### src/hdl/sxe_cfg.svh
// Constants for the skip, xor and extended-set execution block
`ifndef SXE_CFG_SVH
`define SXE_CFG_SVH
`define SXE_OP_TSTZ_HI      7'h33
`define SXE_OP_XORL_HI      8'h0A
`define SXE_OP_ADDP_HI      8'hE8
`define SXE_OP_SUBP_HI      8'hE9
`define SXE_OP_PUSHL_HI     8'hEA
`define SXE_OP_MOVS_HI      8'hEB
`define SXE_OP_CALL_VIA_WORKING_REGISTER        16'h0014
`define SXE_IDX_LIMIT       8'h5F
`define SXE_PTR_THIRD       2'h3
`define SXE_STD_COUNT       8'h4B
`define SXE_EXT_COUNT       4'h8
`define SXE_ACC_BIT         8
`define SXE_NEG_BIT         7
`define SXE_RST_W           8'h00
`define SXE_RST_Q           4'h1
`endif

### src/hdl/sxe_pkg.sv
// Types for the skip, xor and extended-set execution block
package sxe_pkg;
	typedef enum logic [3:0] {
		SXE_Q1 = 4'h1,
		SXE_Q2 = 4'h2,
		SXE_Q3 = 4'h4,
		SXE_Q4 = 4'h8
	} sxe_q_t;
	typedef enum logic [3:0] {
		SXE_EXT_NONE  = 4'h0,
		SXE_EXT_ADDP  = 4'h1,
		SXE_EXT_SUBP  = 4'h2,
		SXE_EXT_ADDR  = 4'h3,
		SXE_EXT_SUBR  = 4'h4,
		SXE_EXT_PUSHL = 4'h5,
		SXE_EXT_CALL_VIA_WORKING_REGISTER = 4'h6,
		SXE_EXT_MVSF  = 4'h7,
		SXE_EXT_MVSS  = 4'h8
	} sxe_ext_t;
endpackage

### src/hdl/sxe_exec.sv
// Execution of skip-if-zero, xor literal and extended-set classification
// Behaviour
// - skip-if-zero on zero discards the next fetch, runs two cycles
// - access bit zero selects access bank, one uses bank select register
// - extended set, access zero, operand up to 95 uses indexed offset
// - xor literal combines working register with 8-bit literal, one cycle
// - xor literal writes working register, updates only negative and zero
// - extended features off after reset until config bit set
// - extended set adds eight opcodes plus indexed offset addressing
// - extended ops except call and moves are pointer literal operations
// - third-pointer add and subtract variants return automatically
`timescale 1ns/1ns
`include "sxe_cfg.svh"
module sxe_exec
	import sxe_pkg::*;
(
	// Clock and reset
	input  wire logic       core_clk,
	input  wire logic       rst,
	// Instruction and configuration
	input  wire logic [15:0] instr,
	input  wire logic       instr_valid,
	input  wire logic       extended_set_config_bit,
	input  wire logic [3:0] bank_select_register,
	input  wire logic [7:0] file_data,
	// Register file access
	output logic            file_rd,
	output logic [11:0]     file_addr,
	output logic            indexed_mode,
	// Working register and flags
	output logic [7:0]      working,
	output logic            flag_n,
	output logic            flag_z,
	output logic            flag_we,
	// Sequencing
	output logic            skip_active,
	output logic            quarter_q1,
	// Extended classification
	output sxe_ext_t        ext_kind_q,
	output logic            ptr_literal_q,
	output logic            auto_return_q,
	output logic            ext_enabled
);
	// Quarter-cycle sequence and skip state
	sxe_q_t      q, next_q;
	logic        skip_pend, next_skip_pend;
	logic        skip_active_r, next_skip_active;
	logic        ext_en, next_ext_en;
	logic [7:0]  w, next_w;
	logic        n_r, next_n;
	logic        z_r, next_z;
	logic        fwe, next_fwe;
	logic        frd, next_frd;
	logic [11:0] fa, next_fa;
	logic        idx, next_idx;
	sxe_ext_t    kind_c, kind_r, next_kind;
	logic        ptr_c, ptr_r, next_ptr;
	logic        ret_c, ret_r, next_ret;
	logic        is_tst, is_xor;
	logic [7:0]  xor_res;

	sxe_ext_decode u_dec (
		.instr          (instr),
		.ext_en         (ext_en),
		.ext_kind       (kind_c),
		.ptr_literal_op (ptr_c),
		.auto_return    (ret_c)
	);

	// Opcode matches
	assign is_tst  = (instr[15:9] == `SXE_OP_TSTZ_HI);
	assign is_xor  = (instr[15:8] == `SXE_OP_XORL_HI);
	assign xor_res = w ^ instr[7:0];

	// Next-state computation
	always_comb begin
		next_q           = q;
		next_skip_pend   = skip_pend;
		next_skip_active = skip_active_r;
		next_ext_en      = ext_en;
		next_w           = w;
		next_n           = n_r;
		next_z           = z_r;
		next_fwe         = 1'b0;
		next_frd         = 1'b0;
		next_fa          = fa;
		next_idx         = idx;
		next_kind        = kind_r;
		next_ptr         = ptr_r;
		next_ret         = ret_r;
		case (q)
			SXE_Q1: begin
				next_q = SXE_Q2;
				// sample config at each cycle start
				next_ext_en = extended_set_config_bit;
				// a pending skip turns this cycle into a no-op
				next_skip_active = skip_pend;
				next_skip_pend   = 1'b0;
			end
			SXE_Q2: begin
				next_q = SXE_Q3;
				// no read during a discarded cycle
				if (!skip_active_r && instr_valid) begin
					next_kind = kind_c;
					next_ptr  = ptr_c;
					next_ret  = ret_c;
					if (is_tst) begin
						next_frd = 1'b1;
						if (ext_en && !instr[`SXE_ACC_BIT] && instr[7:0] <= `SXE_IDX_LIMIT) begin
							next_idx = 1'b1;
							next_fa  = {4'h0, instr[7:0]};
						end else begin
							next_idx = 1'b0;
							// access bank or banked general purpose
							if (!instr[`SXE_ACC_BIT]) begin
								next_fa = {{4{instr[7]}}, instr[7:0]};
							end else begin
								next_fa = {bank_select_register, instr[7:0]};
							end
						end
					end
				end else begin
					next_kind = SXE_EXT_NONE;
					next_ptr  = 1'b0;
					next_ret  = 1'b0;
				end
			end
			SXE_Q3: begin
				next_q = SXE_Q4;
				if (!skip_active_r && instr_valid && is_tst && file_data == 8'h00) begin
					next_skip_pend = 1'b1;
				end
			end
			SXE_Q4: begin
				next_q = SXE_Q1;
				// write working register and only N, Z
				if (!skip_active_r && instr_valid && is_xor) begin
					next_w   = xor_res;
					next_z   = (xor_res == 8'h00);
					next_n   = xor_res[`SXE_NEG_BIT];
					next_fwe = 1'b1;
				end
			end
			default: begin
				next_q = SXE_Q1;
			end
		endcase
	end

	// State registers
	always_ff @(posedge core_clk or posedge rst) begin
		if (rst) begin
			q             <= SXE_Q1;
			skip_pend     <= 1'b0;
			skip_active_r <= 1'b0;
			ext_en        <= 1'b0;
			w             <= `SXE_RST_W;
			n_r           <= 1'b0;
			z_r           <= 1'b0;
			fwe           <= 1'b0;
			frd           <= 1'b0;
			fa            <= 12'h000;
			idx           <= 1'b0;
			kind_r        <= SXE_EXT_NONE;
			ptr_r         <= 1'b0;
			ret_r         <= 1'b0;
		end else begin
			q             <= next_q;
			skip_pend     <= next_skip_pend;
			skip_active_r <= next_skip_active;
			ext_en        <= next_ext_en;
			w             <= next_w;
			n_r           <= next_n;
			z_r           <= next_z;
			fwe           <= next_fwe;
			frd           <= next_frd;
			fa            <= next_fa;
			idx           <= next_idx;
			kind_r        <= next_kind;
			ptr_r         <= next_ptr;
			ret_r         <= next_ret;
		end
	end

	// Outputs straight from flops
	assign file_rd       = frd;
	assign file_addr     = fa;
	assign indexed_mode  = idx;
	assign working       = w;
	assign flag_n        = n_r;
	assign flag_z        = z_r;
	assign flag_we       = fwe;
	assign skip_active   = skip_active_r;
	assign quarter_q1    = q[0]; // One-hot Q1 bit, no gate after the flop
	assign ext_kind_q    = kind_r;
	assign ptr_literal_q = ptr_r;
	assign auto_return_q = ret_r;
	assign ext_enabled   = ext_en;
endmodule

### src/hdl/sxe_ext_decode.sv
// Extended instruction classifier
`timescale 1ns/1ns
`include "sxe_cfg.svh"
module sxe_ext_decode
	import sxe_pkg::*;
(
	// Instruction word and enable
	input  wire logic [15:0] instr,
	input  wire logic        ext_en,
	// Classification
	output sxe_ext_t         ext_kind,
	output logic             ptr_literal_op,
	output logic             auto_return
);
	// Decode only when the extended set is enabled
	always_comb begin
		ext_kind       = SXE_EXT_NONE;
		ptr_literal_op = 1'b0;
		auto_return    = 1'b0;
		if (ext_en) begin
			case (instr[15:8])
				`SXE_OP_ADDP_HI: begin
					ext_kind = (instr[7:6] == `SXE_PTR_THIRD) ? SXE_EXT_ADDR : SXE_EXT_ADDP;
				end
				`SXE_OP_SUBP_HI: begin
					ext_kind = (instr[7:6] == `SXE_PTR_THIRD) ? SXE_EXT_SUBR : SXE_EXT_SUBP;
				end
				`SXE_OP_PUSHL_HI: begin
					ext_kind = SXE_EXT_PUSHL;
				end
				`SXE_OP_MOVS_HI: begin
					ext_kind = instr[7] ? SXE_EXT_MVSS : SXE_EXT_MVSF;
				end
				default: begin
					ext_kind = (instr == `SXE_OP_CALL_VIA_WORKING_REGISTER) ? SXE_EXT_CALL_VIA_WORKING_REGISTER : SXE_EXT_NONE;
				end
			endcase
			// all but call and moves are pointer literals
			ptr_literal_op = (ext_kind != SXE_EXT_NONE) && (ext_kind != SXE_EXT_CALL_VIA_WORKING_REGISTER)
				&& (ext_kind != SXE_EXT_MVSF) && (ext_kind != SXE_EXT_MVSS);
			auto_return = (ext_kind == SXE_EXT_ADDR) || (ext_kind == SXE_EXT_SUBR);
		end
	end
endmodule

### config.mk
export PLATFORM = sky130hd
export DESIGN_NAME = sxe_exec
export DESIGN_NICKNAME = d
export VERILOG_FILES = /design/src/hdl/sxe_pkg.sv /design/src/hdl/sxe_exec.sv /design/src/hdl/sxe_ext_decode.sv
export VERILOG_INCLUDE_DIRS = /design/src /design/src/hdl
export SDC_FILE = /design/constraint.sdc
export NUM_CORES = 1
export LEC_CHECK = 0
export BUFFER_PORTS_ARGS = -buffer_cell sky130_fd_sc_hd__buf_2
export CAP_MARGIN = 10
export CORE_MARGIN = 2
export CORE_UTILIZATION = 35
export CTS_CLUSTER_SIZE = 25
export DETAILED_ROUTE_END_ITERATION = 8
export SYNTH_ARGS = -nofsm -noshare
export SYNTH_HDL_FRONTEND = slang
export SYNTH_HIERARCHICAL = 1
export SYNTH_SLANG_ARGS = --single-unit
### constraint.sdc
create_clock -name core_clk -period 1.81 [get_ports core_clk]
set_clock_uncertainty 0.1 [all_clocks]
set_input_delay 0.2715 -clock core_clk [delete_from_list [all_inputs] [get_ports core_clk]]
set_output_delay 0.2715 -clock core_clk [all_outputs]
set_load 0.01 [all_outputs]
==> results.py <==
metrics = {
    "run_status": {
        "status": "complete, but fails checks",
        "violations": "negative hold slack",
    },
    "yosys": {
        "yosysWarnings": 6,
        "synthesis.instances": 179,
        "ys_seq_elements": 37,
        "ys_types": 39,
        "syn_area_per_cell_sq_um": 10.2,
        "syn-cell-area_sq_mm": 0.00183,
        "ys_seq_area_share_pct": 50.8,
        "syn_nets": 211,
    },
    "timing": {
        "relSlewSlack_pct": 69.8,
        "rsz0062_at_grt": "false",
        "max_freq_mhz": 605,
        "hold_slack_ps": -17.1,
        "tightestPinTransition_ps": 454,
        "period_share_pct": 91.4,
        "hold_viol_final": 36,
        "min_period_ps": 1650,
        "setup_viol": 0,
        "maxSlewViolCount": 0,
        "tns_ps": 0,
    },
    "die": {
        "die_h_um": 76.2,
        "rows": 26,
        "die_w_um": 76.2,
        "design.die.area_sq_mm": 0.00581,
        "coreArea_sq_mm": 0.00507,
        "start_util_pct": 36.0,
        "io_pins": 66,
    },
    "route": {
        "drc": 0,
        "first_pass_iters": 4,
        "totalWireLength_um": 4370,
        "vias_per_cell": 4.80,
        "dr.first_iter.drc_count": 65,
        "wl_per_cell_um": 13.4,
        "ant_nets": 0,
        "vias": 1568,
    },
    "cts": {
        "postCtsSetupBuffers": 0,
        "tritoncts": "built",
        "clock-root-buffer": "clkbuf_8",
        "cts.path.max_buffers": 2,
        "path_clk_slew_ps": 70,
        "cts_htree_levels": 2,
        "cts_buffers": 5,
        "cts_hold_buf": 0,
        "clk_latency_ps": 290,
        "cts_num_sinks": 37,
        "ctsResizeCount": 0,
    },
    "pwr": {
        "p_per_area_mw_per_mm2": 659,
        "p_leak_nw": 1.26,
        "ir_drop_uv": 512,
    },
    "setup_path": {
        "crit_required_ps": 1930,
        "endpoint_kind": "flop",
        "crit_path_start_kind": "flop",
        "cp_max_fo": 10,
        "arrival_ps": 1780,
        "critical_path_class": "reg2reg",
    },
    "global_route": {
        "grt-ovfl-total": 0,
        "grt_pass1_vias": 1585,
        "grt_usage_pct": 16.0,
        "grt_max_degree": 38,
        "grt_pass1_wl_um": 7580,
        "antenna_found_initial": 0,
    },
    "layout": {
        "diodes": 0,
        "layout.nets": 289,
        "drive_above_1_share_pct": 38.5,
        "utilization_pct": 46.7,
        "nFillCells": 541,
        "area_growth_pct": 29.7,
    },
    "worst_hold_path": {
        "hold_path.class": "in2async",
    },
    "placement": {
        "place_congestion": 0.768,
        "port-buffer-count": 65,
        "dp_hpwl_um": 3240,
    },
    "run": {
        "drv_cap": 0,
    },
}
==> worst max-delay path, cell delays in order (launching register included) <==
cell	delay, ps
dfstp_2	370
or4b_4	570
inv_8	100
and4_4	310
nand3_2	80
nand2_1	70
==> through the flow <==
step	power, W	cells	instance area [sq um]	setup slack [ps]
final	0.00156	327	2370	156
after global routing	0.00163	327	2370	68.7
after CTS	0.00158	326	2340	10.4
after detailed placement	0.00100	319	2260	21.1
after global placement	0.00100	319	2260	60.0
after floorplan	0.000923	179	1830	45.5
==> layer usage <==
layer / GRT usage (%) / wire (um)
met5: 0 / 0
met3: 3.55 / 218
met1: 21.4 / 2010
met2: 25.8 / 2080
met4: 5.45 / 66
==> Yosys cell counts, drive strengths merged <==
cell,n,area share [%]
nand2,52,11
dfrtp,36,49
nand3,11,3.6
a21oi,8,2.2
xnor2,8,3.8
xor2,8,3.8
buf,7,4.0
nor4,7,3.2
inv,6,1.6
nor4b,6,3.6
o21ai,6,1.6
and4,3,1.6
and4b,2,1.2
mux2,2,1.2
nand4,2,1.5
nor3,2,0.55
o22ai,2,0.68
a211oi,1,0.41
a21boi,1,0.41
and2b,1,0.48
and3b,1,0.48
and4bb,1,0.68
dfstp,1,1.4
nor2,1,0.21
nor2b,1,0.34
nor3b,1,0.41
o211ai,1,0.41
or4b,1,0.55
==> cell families (layout without fill, tap and decap cells) <==
kind of cell           count (synthesis)  after routing  synth area share [%]
multiplexers                           2              2                  1.23
AND/OR/NAND/NOR                       92             93                  29.0
buffers and inverters                 13             90                  5.62
AO/OA/AOI/OAI                         19             19                  5.75
flip-flops                            37             37                  50.8
XOR/XNOR                              16             16                  7.67
==> area by class of cell <==
class | count | area, sq um | area share [%]
clock buffers | 7 | 86.3 | 3.65
inverters | 6 | 30.0 | 1.27
multi-input cells | 130 | 822 | 34.7
flip-flops and latches | 37 | 927 | 39.1
well taps | 70 | 87.6 | 3.70
repair buffers | 77 | 415 | 17.5
==> cells in the final DEF (no fill, tap or decap) <==
cell	synthesis	layout
a211oi_1	1	1
a21boi_0	1	1
a21oi_1	8	8
and2b_2	1	1
and3b_1	1	1
and4_1	2	2
and4_4	1	1
and4b_1	1	1
and4b_2	1	1
and4bb_2	1	1
buf_2	1	65
buf_4	1	12
clkbuf_1	0	1
clkbuf_8	0	6
dfrtp_1	36	36
dfstp_2	1	1
inv_1	5	5
inv_8	1	1
mux2_2	2	2
nand2_1	52	52
nand3_1	9	9
nand3_2	2	2
nand4_1	1	1
nand4_4	1	2
nor2_1	1	1
nor2b_1	1	1
nor3_1	2	2
nor3b_1	1	1
nor4_1	6	6
nor4_4	1	1
nor4b_1	4	4
nor4b_2	2	2
o211ai_1	1	1
o21ai_0	5	4
o21ai_1	1	2
o22ai_1	2	2
or4b_4	0	1
xnor2_1	8	8
xor2_1	8	8
==> sequential cells by signal, indices dropped and copies added (netlist names) <==
| name | cells |
|---|---|
| file_rd | 1 |
| flag_z | 1 |
| indexed_mode | 1 |
| skip_active | 1 |
| ext_kind_q | 4 |
| q | 4 |
| ext_enabled | 1 |
| auto_return_q | 1 |
| file_addr | 12 |
| skip_pend | 1 |
| working | 8 |
| ptr_literal_q | 1 |
| flag_we | 1 |
==> where the power goes <==
part | switching (W) | internal [W] | total [W]
registers | 0.00000728 | 0.000836 | 0.000843
logic | 0.0000878 | 0.0000593 | 0.000147
clock network | 0.000269 | 0.000302 | 0.000571
==> worst paths after layout <==
kind | from | endpoint | slack (ps) | cells after the start
worst min register to register | file_addr[3] | file_addr[3] | 370 | 2
worst max register to register | q[0] | indexed_mode | 160 | 5
min in group core_clk | extended_set_config_bit | ext_enabled | 120 | 2
max in group asynchronous | rst | q[0] | 1280 | 3
worst min-delay path | rst | file_addr[1] | -20 | 3
worst max-delay path | q[0] | indexed_mode | 160 | 5
Note: power is estimated with default switching activity, not from simulation.
